$ cat src/hdl/sfq_pkg.sv
// Package holding types and constants of the SPI fault and queue block.
package sfq_pkg;
    localparam int DATA_W = 8;
    localparam int FIFO_DEPTH = 32;
    localparam int CLK_NS = 50;
    localparam int SCK_HALF_NS = 400;
    localparam logic [3:0] SCK_HALF_CYC = 4'(SCK_HALF_NS / CLK_NS);
    localparam logic [4:0] EDGES_PER_BYTE = 5'h10;
    localparam logic [7:0] SHIFT_RST = 8'h00;
    // Bit positions inside the synchroniser vector.
    localparam int PIN_SCK = 0;
    localparam int PIN_MOSI = 1;
    localparam int PIN_MISO = 2;
    localparam int PIN_SS = 3;
    localparam logic [3:0] SYNC_RST = 4'h8;

    typedef enum logic [1:0] {
        ST_IDLE = 2'b00,
        ST_MXFER = 2'b01,
        ST_SXFER = 2'b10
    } sfq_state_t;

    typedef struct packed {
        logic master_select;
        logic clock_polarity_select;
        logic clock_phase_select;
        logic fault_detect_enable;
        logic tx_irq_enable;
        logic rx_irq_enable;
        logic error_irq_enable;
    } sfq_cfg_t;

    typedef struct packed {
        logic spi_enable_bit;
        logic tx_empty_flag;
        logic rx_full_flag;
        logic overrun_flag;
        logic mode_fault_flag;
    } sfq_flags_t;
endpackage

$ cat src/hdl/sfq_core.sv
// SPI port with mode fault detection, requests and queued transmit data.
`timescale 1ns/1ps
module sfq_core (
    // Clock and reset.
    input  wire logic               core_clk,
    input  wire logic               rst,
    // Configuration bits, software strobes, software data ports and flags.
    input  sfq_pkg::sfq_cfg_t       cfg,
    input  wire logic               sw_status_read,
    input  wire logic               sw_ctrl_write,
    input  wire logic               sw_ctrl_enable,
    input  wire logic               sw_data_read,
    input  wire logic               sw_data_write,
    output logic                    sw_data_ready,
    input  wire logic [7:0]         sw_data_wdata,
    output logic [7:0]              rx_data,
    output sfq_pkg::sfq_flags_t     flags,
    // Requests.
    output logic                    tx_irq,
    output logic                    rx_err_irq,
    // Serial pins.
    input  wire logic               serial_clock_pin_in,
    output logic                    serial_clock_pin_out,
    output logic                    serial_clock_pin_oe,
    input  wire logic               mosi_in,
    output logic                    mosi_out,
    output logic                    mosi_oe,
    input  wire logic               miso_in,
    output logic                    miso_out,
    output logic                    miso_oe,
    input  wire logic               slave_select_n,
    output logic                    spi_owns_pins
);
    sfq_pkg::sfq_state_t state_reg, state_next;
    logic [4:0] edge_reg, edge_next;
    logic [3:0] div_reg, div_next;
    logic [7:0] sh_reg, sh_next, txb_reg, txb_next, rxd_reg, rxd_next;
    logic sck_reg, sck_next, out_reg, out_next, txf_reg, txf_next;
    logic rxf_reg, rxf_next, ovr_reg, ovr_next, mf_reg, mf_next;
    logic en_reg, en_next, mfa_reg, mfa_next;
    logic [1:0] rxa_reg, rxa_next;
    logic [3:0] s1_reg, s2_reg, s3_reg, flt_reg, flt_next, prv_reg;
    logic fifo_valid, pop, ss_lo, ss_fall, ss_rise, sck_edge, lead;
    logic mst, slv, mhold, mcond, scond, edge_go, done, din;
    logic [7:0] fifo_data, ld_val;

    ////////////////////////////////////////////////////////////////////////
    // Software bytes wait in the FIFO; the buffer takes one when empty and the port is enabled.
    assign pop = en_reg && !txf_reg;
    sfq_fifo #(.W(sfq_pkg::DATA_W), .D(sfq_pkg::FIFO_DEPTH)) u_fifo (
        .core_clk  (core_clk),
        .rst       (rst),
        .in_valid  (sw_data_write),
        .in_ready  (sw_data_ready),
        .in_data   (sw_data_wdata),
        .out_valid (fifo_valid),
        .out_ready (pop),
        .out_data  (fifo_data)
    );

    ////////////////////////////////////////////////////////////////////////
    // Pins pass three flops; a change is accepted once flops two and
    // three agree, which rejects a single-cycle glitch.
    always_comb begin
        flt_next = flt_reg;
        for (int i = 0; i < 4; i++) begin
            if (s2_reg[i] == s3_reg[i]) begin
                flt_next[i] = s3_reg[i];
            end
        end
    end

    always_ff @(posedge core_clk) begin
        if (rst) begin
            s1_reg <= sfq_pkg::SYNC_RST;
            s2_reg <= sfq_pkg::SYNC_RST;
            s3_reg <= sfq_pkg::SYNC_RST;
            flt_reg <= sfq_pkg::SYNC_RST;
            prv_reg <= sfq_pkg::SYNC_RST;
        end else begin
            s1_reg <= {slave_select_n, miso_in, mosi_in,
                       serial_clock_pin_in};
            s2_reg <= s1_reg;
            s3_reg <= s2_reg;
            flt_reg <= flt_next;
            prv_reg <= flt_reg;
        end
    end

    ////////////////////////////////////////////////////////////////////////
    // Decoded pin events and fault conditions.
    assign mst = cfg.master_select;
    assign slv = !cfg.master_select;
    assign ss_lo = !flt_reg[sfq_pkg::PIN_SS];
    assign ss_fall = prv_reg[sfq_pkg::PIN_SS] && ss_lo;
    assign ss_rise = !prv_reg[sfq_pkg::PIN_SS] && !ss_lo;
    assign sck_edge = flt_reg[sfq_pkg::PIN_SCK] != prv_reg[sfq_pkg::PIN_SCK];
    assign lead = sck_edge &&
        (flt_reg[sfq_pkg::PIN_SCK] != cfg.clock_polarity_select);
    assign mhold = mst && cfg.fault_detect_enable && ss_lo;
    assign mcond = en_reg && mhold;
    assign scond = en_reg && slv && cfg.fault_detect_enable &&
        (state_reg == sfq_pkg::ST_SXFER) && ss_rise;
    assign din = mst ? flt_reg[sfq_pkg::PIN_MISO]
                     : flt_reg[sfq_pkg::PIN_MOSI];
    assign ld_val = txf_reg ? txb_reg : sh_reg;

    ////////////////////////////////////////////////////////////////////////
    // Transfer engine and flags; clears are applied before sets so that
    // an event in the clearing cycle always survives.
    always_comb begin
        state_next = state_reg;
        edge_next = edge_reg;
        div_next = div_reg;
        sh_next = sh_reg;
        txb_next = txb_reg;
        rxd_next = rxd_reg;
        sck_next = sck_reg;
        out_next = out_reg;
        txf_next = txf_reg;
        rxf_next = rxf_reg;
        ovr_next = ovr_reg;
        mf_next = mf_reg;
        en_next = en_reg;
        mfa_next = mfa_reg;
        rxa_next = rxa_reg;
        edge_go = 1'b0;
        done = 1'b0;
        if (pop && fifo_valid) begin
            txb_next = fifo_data;
            txf_next = 1'b1;
        end
        if (state_reg == sfq_pkg::ST_IDLE) begin
            sck_next = cfg.clock_polarity_select;
            div_next = '0;
            edge_next = '0;
        end
        if (en_reg && mst && state_reg == sfq_pkg::ST_IDLE && txf_reg) begin
            sh_next = txb_reg;
            out_next = txb_reg[7];
            txf_next = 1'b0;
            state_next = sfq_pkg::ST_MXFER;
        end
        if (state_reg == sfq_pkg::ST_MXFER) begin
            div_next = div_reg + 4'h1;
            if (div_reg == sfq_pkg::SCK_HALF_CYC - 4'h1) begin
                div_next = '0;
                sck_next = !sck_reg;
                edge_go = 1'b1;
            end
        end
        if (en_reg && slv) begin
            // phase 0 starts at select fall
            if (!cfg.clock_phase_select && ss_fall) begin
                sh_next = ld_val;
                out_next = ld_val[7];
                txf_next = pop && fifo_valid;
                edge_next = '0;
                state_next = sfq_pkg::ST_SXFER;
            // phase 1 starts at first edge
            end else if (cfg.clock_phase_select && ss_lo && lead &&
                         state_reg == sfq_pkg::ST_IDLE) begin
                sh_next = ld_val;
                out_next = ld_val[7];
                txf_next = pop && fifo_valid;
                edge_next = 5'h1;
                state_next = sfq_pkg::ST_SXFER;
            end else if (state_reg == sfq_pkg::ST_SXFER && ss_lo &&
                         sck_edge) begin
                edge_go = 1'b1;
            end
        end
        if (edge_go) begin
            if (edge_reg[0] == cfg.clock_phase_select) begin
                sh_next = {sh_reg[6:0], din};
            end else begin
                out_next = sh_reg[7];
            end
            edge_next = edge_reg + 5'h1;
            done = (edge_reg + 5'h1) == sfq_pkg::EDGES_PER_BYTE;
        end
        if (done) begin
            state_next = sfq_pkg::ST_IDLE;
        end
        // Status read arms the two-step clears.
        if (sw_status_read) begin
            rxa_next = {ovr_reg, rxf_reg};
            mfa_next = mf_reg;
        end
        if (sw_data_read) begin
            rxf_next = rxf_reg && !rxa_reg[0];
            ovr_next = ovr_reg && !rxa_reg[1];
            rxa_next = '0;
        end
        if (sw_ctrl_write) begin
            en_next = sw_ctrl_enable;
            // clear only with no fault meanwhile
            if (mfa_reg && !mhold && !scond) begin
                mf_next = 1'b0;
            end
            mfa_next = 1'b0;
        end
        if (done) begin
            if (rxf_reg && !(sw_data_read && rxa_reg[0])) begin
                ovr_next = 1'b1;
            end else begin
                rxd_next = sh_next;
                rxf_next = 1'b1;
            end
        end
        // fault gated by fault detect enable
        if (mcond || scond) begin
            mf_next = 1'b1;
            mfa_next = 1'b0;
        end
        // in master mode with fault detect on, low select disarms the clear, even with the port off.
        if (mhold) begin
            mfa_next = 1'b0;
        end
        // master fault shuts the port down
        if (mcond) begin
            en_next = 1'b0;
        end
        // A disabled port aborts and clears; slave faults do not.
        if (!en_reg || mcond) begin
            state_next = sfq_pkg::ST_IDLE;
            edge_next = '0;
            txf_next = 1'b0;
            sh_next = sfq_pkg::SHIFT_RST;
            sck_next = cfg.clock_polarity_select;
        end
    end

    always_ff @(posedge core_clk) begin
        if (rst) begin
            state_reg <= sfq_pkg::ST_IDLE;
            edge_reg <= '0;
            div_reg <= '0;
            sh_reg <= sfq_pkg::SHIFT_RST;
            txb_reg <= '0;
            rxd_reg <= '0;
            sck_reg <= 1'b0;
            out_reg <= 1'b0;
            txf_reg <= 1'b0;
            rxf_reg <= 1'b0;
            ovr_reg <= 1'b0;
            mf_reg <= 1'b0;
            en_reg <= 1'b0;
            mfa_reg <= 1'b0;
            rxa_reg <= '0;
        end else begin
            state_reg <= state_next;
            edge_reg <= edge_next;
            div_reg <= div_next;
            sh_reg <= sh_next;
            txb_reg <= txb_next;
            rxd_reg <= rxd_next;
            sck_reg <= sck_next;
            out_reg <= out_next;
            txf_reg <= txf_next;
            rxf_reg <= rxf_next;
            ovr_reg <= ovr_next;
            mf_reg <= mf_next;
            en_reg <= en_next;
            mfa_reg <= mfa_next;
            rxa_reg <= rxa_next;
        end
    end

    ////////////////////////////////////////////////////////////////////////
    // Pin drivers, flags and requests.
    assign spi_owns_pins = en_reg;
    assign serial_clock_pin_out = sck_reg;
    assign serial_clock_pin_oe = en_reg && mst;
    assign mosi_out = out_reg;
    assign mosi_oe = en_reg && mst;
    assign miso_out = out_reg;
    assign miso_oe = en_reg && slv && ss_lo;
    assign rx_data = rxd_reg;
    assign flags = '{spi_enable_bit: en_reg, tx_empty_flag: !txf_reg,
                     rx_full_flag: rxf_reg, overrun_flag: ovr_reg,
                     mode_fault_flag: mf_reg};
    assign tx_irq = !txf_reg && cfg.tx_irq_enable;
    assign rx_err_irq = (rxf_reg && cfg.rx_irq_enable && en_reg) ||
        ((mf_reg || ovr_reg) && cfg.error_irq_enable);
endmodule

$ cat src/hdl/sfq_fifo.sv
// Parameterised valid/ready FIFO used to queue transmit bytes.
`timescale 1ns/1ps
module sfq_fifo #(
    parameter int W = 8,
    parameter int D = 32
) (
    // Clock and reset.
    input  wire logic         core_clk,
    input  wire logic         rst,
    // Filling side.
    input  wire logic         in_valid,
    output logic              in_ready,
    input  wire logic [W-1:0] in_data,
    // Draining side.
    output logic              out_valid,
    input  wire logic         out_ready,
    output logic [W-1:0]      out_data
);
    localparam int AW = $clog2(D);
    logic [W-1:0]  mem [D];
    logic [AW-1:0] wr_reg, wr_next, rd_reg, rd_next;
    logic [AW:0]   cnt_reg, cnt_next;
    logic          push, pop;

    // Pointers wrap at the depth, so any depth works, not only powers of two.
    always_comb begin
        push = in_valid && in_ready;
        pop = out_valid && out_ready;
        wr_next = wr_reg;
        rd_next = rd_reg;
        if (push) begin
            wr_next = (wr_reg == AW'(D - 1)) ? '0 : wr_reg + 1'b1;
        end
        if (pop) begin
            rd_next = (rd_reg == AW'(D - 1)) ? '0 : rd_reg + 1'b1;
        end
        cnt_next = cnt_reg + (AW + 1)'(push) - (AW + 1)'(pop);
    end

    always_ff @(posedge core_clk) begin
        if (rst) begin
            wr_reg <= '0;
            rd_reg <= '0;
            cnt_reg <= '0;
        end else begin
            wr_reg <= wr_next;
            rd_reg <= rd_next;
            cnt_reg <= cnt_next;
        end
        if (push) begin
            mem[wr_reg] <= in_data;
        end
    end

    assign in_ready = (cnt_reg != (AW + 1)'(D));
    assign out_valid = (cnt_reg != '0);
    assign out_data = mem[rd_reg];
endmodule

$ cat config.mk
export PLATFORM = sky130hd
export DESIGN_NAME = sfq_core
export DESIGN_NICKNAME = d
export VERILOG_FILES = /design/src/hdl/sfq_pkg.sv /design/src/hdl/sfq_core.sv /design/src/hdl/sfq_fifo.sv
export SDC_FILE = /design/constraint.sdc
export NUM_CORES = 1
export LEC_CHECK = 0
export ABC_AREA = 0
export BUFFER_PORTS_ARGS = -buffer_cell sky130_fd_sc_hd__buf_2
export CORE_MARGIN = 4
export CORE_UTILIZATION = 60
export CTS_CLUSTER_SIZE = 20
export DETAILED_ROUTE_END_ITERATION = 16
export GPL_TIMING_DRIVEN = 0
export PLACE_DENSITY = 0.87
export SLEW_MARGIN = 15
export SYNTH_ARGS = -nofsm -noshare
export SYNTH_HDL_FRONTEND = slang
export SYNTH_SLANG_ARGS = --single-unit
$ cat constraint.sdc
create_clock -name core_clk -period 6.5 [get_ports core_clk]
set_clock_uncertainty 0.05 [all_clocks]
set_input_delay 1.3 -clock core_clk [delete_from_list [all_inputs] [get_ports core_clk]]
set_output_delay 1.3 -clock core_clk [all_outputs]
set_load 0.02 [all_outputs]
==> summary.md, run 1 <==
The run finished with clean final reports. By startpoint and endpoint, the worst setup path is classified as register to register. The most common cell after layout, fill and taps aside is edfxtp_1. The worst slew margin relative to its limit was 0.344; the clock-pin slew on the worst setup and hold paths was 0.06 ns. The share of the synthesized area in compound gates (AO/OA/AOI/OAI) was 0.0778; the highest net fanout along the worst path was 10. The worst-case IR drop observed on VDD is 0.391 mV. The final layout contains 1022 nets.

The number of distinct library cell variants in the gate-level netlist after synthesis is 64, and the simple-gate portion of the synthesized area is 0.0824. The design draws 4.75 mW. From synthesis to final layout, the design area changed by 12.3%. Counting flops and latches in the post-synthesis netlist gives 335.

Initial detailed-routing violation count: 1043. For the number of max-slew violations in the final report, the log shows 0. Gates resized during post-CTS repair numbered 0.

The number of hold buffers added after CTS was 0. The cell count after synthesis came out at 893. The max-cap check violation count came out at 0.

The path class of the tightest hold or removal check is register to register. After detailed routing, the total wire length is 32.5 mm. The run gives 0 as the number of antenna violations at the first check in global routing.

The first detailed-routing pass took 6 iterations. Summed instance area of the synthesized netlist: 13700 sq um. Setup repair after global routing left no endpoint under its margin.

Counting the fill cells in the layout gives 1432. The clock reaches the later pin of the worst-skew pair after 0.53 ns. The Yosys step of the flow raised 0 warnings. The run gives 0.674 as the sequential fraction of the synthesis area. Among all flip-flop cells after synthesis, the most frequent one is edfxtp_1. The clock drives 335 sinks. Averaged over all synthesized cells, the footprint is 15.4 sq um. At the worst endpoint, the arrival time is 3.76 ns. For the leakage power of the design, the log shows 5.08 nW. The effective utilization at floorplan is 0.609, and the weighted congestion reported at the end of routability-driven placement is 0.919. For this run, design rule violations remaining after detail routing come to 0. The final route contains 8578 vias. Buffers inserted during clock tree synthesis total 34. The synthesized-area fraction occupied by adder cells was 0.0188; the number of setup buffers added after CTS was 0. The die covers 25400 sq um. The cell sitting at the root of the clock tree is a clkbuf_16.

The deepest clock path buffer count was 3. The most flop-heavy register was u_fifo.mem. The library cells used most frequently in the layout, excluding fill and tap cells, are edfxtp_1, dfxtp_1, mux4_2.

Multiplexer fraction of the synthesized cell area: 0.116. The number of nets in the synthesized netlist is 939. The run gives 0 ns as the aggregate negative setup slack. The tools report the final core utilization as 0.684. The register with the most flip-flops in the layout has 256 of them. Main combinational cell family by area after synthesis: multiplexers. The element type at the critical path start was a register. The run gives 0.258 as the total routing usage reported by global routing. The via count of the first global-routing pass was 8537.

The repair_antennas step left the layout with diodes totalling 0. The number of port buffers was 47; the top achievable clock speed was 293 MHz. Using the TritonRoute via totals, the vias-per-cell ratio works out to 6.67.

The vertical die dimension is 159 um, and the final routed wire length divided by cell count is 25.2 um. The number of flops mapped to enable cells by yosys was 256; the parity-gate share of the synthesized area counting xor and xnor cells was 0.00510. Capturing element type of the critical path: a register. Sum of net half-perimeters after detailed placement: 20.4 mm. The placeable core region came out at 22600 sq um. The total overflow left after global routing is 0. The run gives 33 as the largest net degree at the start of global routing. The fraction of layout cells with a size suffix above 1 was 0.214; the total power density per cell area was 308 nW/um^2.

During I/O placement, the number of pins put on the boundary was 49. The endpoint required time on the critical path was 6.85 ns; the wire length of the first global-routing pass was 50.5 mm. The die width was 159 um. Period utilization: 0.525. TritonCTS built the clock tree. The count of nets left with antenna violations after detail routing was 0; the minimum clock period was 3.41 ns.

Setup violations remaining at the end of the flow were counted as 0. The slew of the pin with the lowest slew margin is 0.981 ns, and the number of H-tree branching levels is 2. The cell row count is 55, and the post-synthesis async set-or-reset flop share is 0. The final number of hold-violating endpoints was 0.
cells in the mapped netlist (all sizes together), types with 6 or more instances:
cell type / instances / area share
buf: 28 / 0.012
a22oi: 26 / 0.014
nor3b: 6 / 0.0036
dfxtp: 79 / 0.12
or2: 6 / 0.0027
mux2i: 6 / 0.0044
and3: 10 / 0.0046
nand2: 59 / 0.016
o22ai: 7 / 0.0032
a21oi: 41 / 0.015
mux4: 66 / 0.11
o21ai: 18 / 0.0066
a311o: 6 / 0.0044
inv: 24 / 0.0066
nor2b: 19 / 0.0086
nand3: 17 / 0.0062
nand3b: 7 / 0.0038
a211oi: 11 / 0.0082
nor2: 57 / 0.016
edfxtp: 256 / 0.56
clkbuf: 27 / 0.0074
nor3: 23 / 0.0084
o211a: 6 / 0.0044
ha: 19 / 0.017
where the power goes:
part / internal [mW] / switching [mW]
Clock: 1.06 / 0.811
Combinational: 0.209 / 0.289
Sequential: 2.35 / 0.0297
worst max-delay path, stage by stage (launching register included):
cell      delay [ns]
dfxtp_1         0.34
inv_1           0.08
ha_1            0.21
nor3b_1         0.16
a211o_1         0.32
inv_1           0.15
buf_1           0.42
ha_1            0.23
inv_1           0.06
ha_1            0.26
a21o_1          0.18
a21oi_1         0.21
o21bai_1        0.10
a21oi_1         0.17
mux2_2          0.34
area by class of cell:
| cell class | count | area [sq um] | share of cell area |
|---|---|---|---|
| well taps | 285 | 357 | 0.0231 |
| clock inverters | 16 | 126 | 0.00819 |
| multi-input cells | 479 | 4150 | 0.269 |
| repair buffers | 47 | 235 | 0.0152 |
| flip-flops and latches | 335 | 9270 | 0.601 |
| clock buffers | 46 | 937 | 0.0607 |
| plain buffers | 55 | 263 | 0.0170 |
| inverters | 24 | 90.1 | 0.00584 |
final timing paths:
kind / from / end / slack, ns / cells past startpoint
setup reg to reg: u_fifo.cnt_reg[2]$_SDFF_PP0_ / u_fifo.cnt_reg[5]$_SDFF_PP0_ / 3.09 / 14
hold / removal: s1_reg[3]$_SDFF_PP1_ / s2_reg[3]$_SDFF_PP1_ / 0.40 / 1
setup / recovery: u_fifo.cnt_reg[2]$_SDFF_PP0_ / u_fifo.cnt_reg[5]$_SDFF_PP0_ / 3.09 / 14
hold reg to reg: s1_reg[3]$_SDFF_PP1_ / s2_reg[3]$_SDFF_PP1_ / 0.40 / 1
metal layers:
| layer | GRT usage | share of wire | vias up |
|---|---|---|---|
| met5 | 0 | 0 | - |
| met4 | 0.108 | 0.042 | 0 |
| met3 | 0.0500 | 0.096 | 122 |
| met2 | 0.421 | 0.49 | 610 |
| met1 | 0.345 | 0.37 | 4193 |
| li1 | - | - | 3653 |
through the flow:
stage                     hold slack, ns  instances  setup WS, ns  area (sq um)
after global routing               0.416       1287          2.90         15400
final                              0.399       1287          3.09         15400
after detailed placement           0.372       1225          2.93         14400
after global placement             0.366       1225          2.56         14300
after CTS                          0.401       1287          3.07         15400
after floorplan                    0.339        893          3.34         13700
kinds of logic after synthesis:
family,after synthesis
AOI/OAI and AO/OA,148
xor gates and xnor gates,8
adders and majority gates,20
buffers and inverters,79
DFF,335
muxes,76
and+or+nand+nor,227
Note: power is estimated with default switching activity, not from simulation.
==> run 2, diff against run 1 <==
==> constraint.sdc (replaced) <==
create_clock -name core_clk -period 3.5 [get_ports core_clk]
set_clock_uncertainty 0.05 [all_clocks]
set_input_delay 0.7 -clock core_clk [delete_from_list [all_inputs] [get_ports core_clk]]
set_output_delay 0.7 -clock core_clk [all_outputs]
set_load 0.02 [all_outputs]
==> run 2 against run 1 <==
  * Combinational power increased by 85%
  * Sequential power grew 86%
  * Largest power group unchanged
  * Via count is 0.98% lower
  * Power increased by 86%
  * Core utilization about the same
  * Critical endpoint is now u_fifo.mem[27][3]$_DFFE_PP_
==> summary.md, run 2 (same netlist as run 1, synthesis figures left out) <==
The run finished with clean final reports. Minimum clock period: 3.20 ns (was 3.41 ns). The switching power as a share of total power is 0.238 (about the same).

The classification of the worst-slack hold path was primary input to register (was register to register). The run gives 1432 (unchanged) as the number of filler instances in the final layout. Most common cell after layout, fill and taps aside: edfxtp_1 (unchanged).

Worst reg2reg path depth: 8 (was 14). The fraction of layout cells with a size suffix above 1 was 0.214 (about the same); the slew of the pin with the lowest slew margin was 0.936 ns (was 0.981 ns). The aggregate global routing overflow came out at 0 (unchanged). The initial detailed-routing violation count is 1070 (was 1043).

The sum of net half-perimeters after detailed placement is 20.4 mm (unchanged), and the combinational share of power is 0.105 (about the same). Worst hold path startpoint: slave_select_n (was s1_reg[3]$_SDFF_PP1_). The vertical die dimension came out at 159 um (unchanged). The tools report the wire length of the first global-routing pass as 50.5 mm (unchanged). The total die area came out at 25400 sq um (unchanged). The I/O pin count was 49 (unchanged); the effective utilization at floorplan was 0.609 (unchanged). TritonCTS built the clock tree. The worst slew margin relative to its limit is 0.374 (was 0.344). The deepest clock path buffer count was 3 (unchanged).

The number of setup buffers added after CTS is 0 (unchanged), and the aggregate negative setup slack is 0 ns (unchanged). Die width: 159 um (unchanged). The highest routed metal layer is met4 (unchanged). The highest net fanout along the worst path was 8 (was 10); the vias per cell was 6.60 (was 6.67). Final number of hold-violating endpoints: 0 (unchanged). For the total of cells resized after clock tree synthesis, the log shows 0 (unchanged).

The logs give 0.683 (was 0.684) for the final core utilization and 312 MHz (was 293 MHz) for the top achievable clock speed. Commonest cells after routing, fill and taps aside: edfxtp_1, dfxtp_1, mux4_2 (unchanged). The start point of the critical path is u_fifo.cnt_reg[2]$_SDFF_PP0_ (unchanged). The multi-input gate area in the final layout was 4150 sq um (unchanged); the data arrival time of the worst path was 3.29 ns (was 3.76 ns). For the wire length on met3, the log shows 3.24 mm (was 3.12 mm).

The run gives 11.9 mm (was 12.0 mm) as the routed length on met1. The internal cell power was 6.73 mW (was 3.62 mW); the number of antenna violations at the first check in global routing was 0 (unchanged). The period utilization is 0.915 (was 0.525). The startpoint-to-endpoint class of the critical path was register to register (unchanged).

For the number of max-slew violations in the final report, the log shows 0 (unchanged). The run gives 0.333 ns (was 0.399 ns) as the final-layout worst hold slack. The number of H-tree branching levels was 2 (unchanged). The capturing element type of the critical path was a register (unchanged). The tools report the end of the worst hold path as s1_reg[3]$_SDFF_PP1_ (was s2_reg[3]$_SDFF_PP1_).

The area occupied by registers came out at 9270 sq um (unchanged). The run gives 8537 (unchanged) as the via count of the first global-routing pass. The tools report the largest voltage drop on the vdd net as 0.724 mV (was 0.391 mV). The run gives 0 (unchanged) as the count of nets left with antenna violations after detail routing. For the number of clock buffers inserted by TritonCTS, the log shows 34 (unchanged). The element type at the critical path start is a register (unchanged).

The largest net degree at the start of global routing was 33 (unchanged). The area added between synthesis and finish is 12.2% (was 12.3%), and the detailed-routing iteration count for the pre-antenna-repair pass is 6 (unchanged). The logs give 0.258 (unchanged) for the total routing usage reported by global routing and 8494 (was 8578) for the number of vias in the routed layout.

The tools report the clock latency at the later pin of the worst-skew pair as 0.53 ns (about the same). The max-cap check violation count is 0 (unchanged), and the cell row count is 55 (unchanged). The weighted congestion reported at the end of routability-driven placement came out at 0.919 (unchanged). The clock share of power was 0.394 (about the same).

The relative contribution of sequential cells to total power was 0.502 (was 0.501). The tools report the worst slack after detailed placement as 0.103 ns (was 2.93 ns). The number of port buffers is 47 (unchanged). The logs give 16.0 mm (was 15.9 mm) for the routed wire length on met2 and 0 (unchanged) for the count of final setup violators.

Startpoint of the worst-slack reg-to-reg timing path: u_fifo.cnt_reg[2]$_SDFF_PP0_ (unchanged). The most flop-heavy register was u_fifo.mem (unchanged). The tools report the clock net sink count as 335 (unchanged).

The cell at the root of the clock tree is clkbuf_16 (unchanged). The final antenna diode count was 0 (unchanged); the total number of nets in the final design was 1021 (was 1022). The final worst setup slack was 0.298 ns (was 3.09 ns); the clock-pin slew on the worst setup and hold paths was 0.06 ns (about the same). The tools report the overall routed net length as 32.4 mm (was 32.5 mm).

The terminus of the critical flop-to-flop path was u_fifo.mem[27][3]$_DFFE_PP_ (was u_fifo.cnt_reg[5]$_SDFF_PP0_). The total power density per cell area works out to 572 nW/um^2 (was 308 nW/um^2). The number of instances on the worst hold path works out to 2 (was 1). The hold buffer count at cts came out at 0 (unchanged). The tools report the leakage power of the design as 5.08 nW (about the same). The switching power total is 2.10 mW (was 1.13 mW). The placeable core region was 22600 sq um (unchanged). The final routed wire length divided by cell count works out to 25.2 um (about the same). The number of flip-flops in the largest register is 256 (unchanged).

Setup repair after global routing left no endpoint under its margin. The DRC violation count after routing was 0 (unchanged). The logs give 0.30 ns (was 3.09 ns) for the setup slack on the worst flop-to-flop path and 3.59 ns (was 6.85 ns) for the endpoint required time on the critical path.
==> run 2: cell types whose count changed in the layout (fill, tap and decap cells not counted) <==
cell,before,now
buf_1,7,6
==> run 2: how the worst max path moves through the flow <==
stage / end / cells past startpoint / slack, ns
6_report: u_fifo.mem[27][3]$_DFFE_PP_ / 8 / 0.30
4_1_cts: u_fifo.cnt_reg[5]$_SDFF_PP0_ / 14 / 0.07
3_5_place_dp: u_fifo.cnt_reg[5]$_SDFF_PP0_ / 14 / 0.10
2_1_floorplan: u_fifo.cnt_reg[5]$_SDFF_PP0_ / 13 / 0.55
5_1_grt: u_fifo.cnt_reg[5]$_SDFF_PP0_ / 13 / 0.11
3_3_place_gp: u_fifo.mem[19][2]$_DFFE_PP_ / 8 / 0.11
==> run 2: per-layer routing <==
layer  vias up  track usage
li1       3650            -
met1      4172        0.345
met2       565        0.421
met3       107       0.0500
met4         0        0.108
met5         -            0
==> run 2: cell type report <==
type | instances | area share
Buffer | 54 | 0.0168
Clock buffer | 46 | 0.0608
Clock inverter | 16 | 0.00819
Inverter | 24 | 0.00584
Multi-Input combinational cell | 479 | 0.269
Sequential cell | 335 | 0.601
Tap cell | 285 | 0.0231
Timing Repair Buffer | 47 | 0.0152
==> run 2: per-stage QoR <==
stage | cells | area (sq um) | power, mW
4_1_cts | 1287 | 15400 | 8.85
5_1_grt | 1286 | 15400 | 9.11
3_5_place_dp | 1225 | 14400 | 5.41
2_1_floorplan | 893 | 13700 | 5.12
3_3_place_gp | 1225 | 14300 | 5.37
6_report | 1286 | 15400 | 8.82
==> run 2: critical path, stage by stage, from the launching register on <==
cell and delay, ns:
dfxtp_1 0.34, inv_1 0.08, ha_1 0.21, nand4bb_1 0.23, nand2_1 0.23, inv_1 0.29
nand2_1 0.25, or2_2 0.43, nor2_1 0.71
==> run 2: power groups by stage <==
stage	clock (mW)	combinational (mW)	sequential (mW)
2_1_floorplan	0	0.628	4.49
3_3_place_gp	0	0.870	4.50
3_5_place_dp	0	0.906	4.50
4_1_cts	3.50	0.924	4.42
5_1_grt	3.67	1.01	4.43
6_report	3.47	0.923	4.42
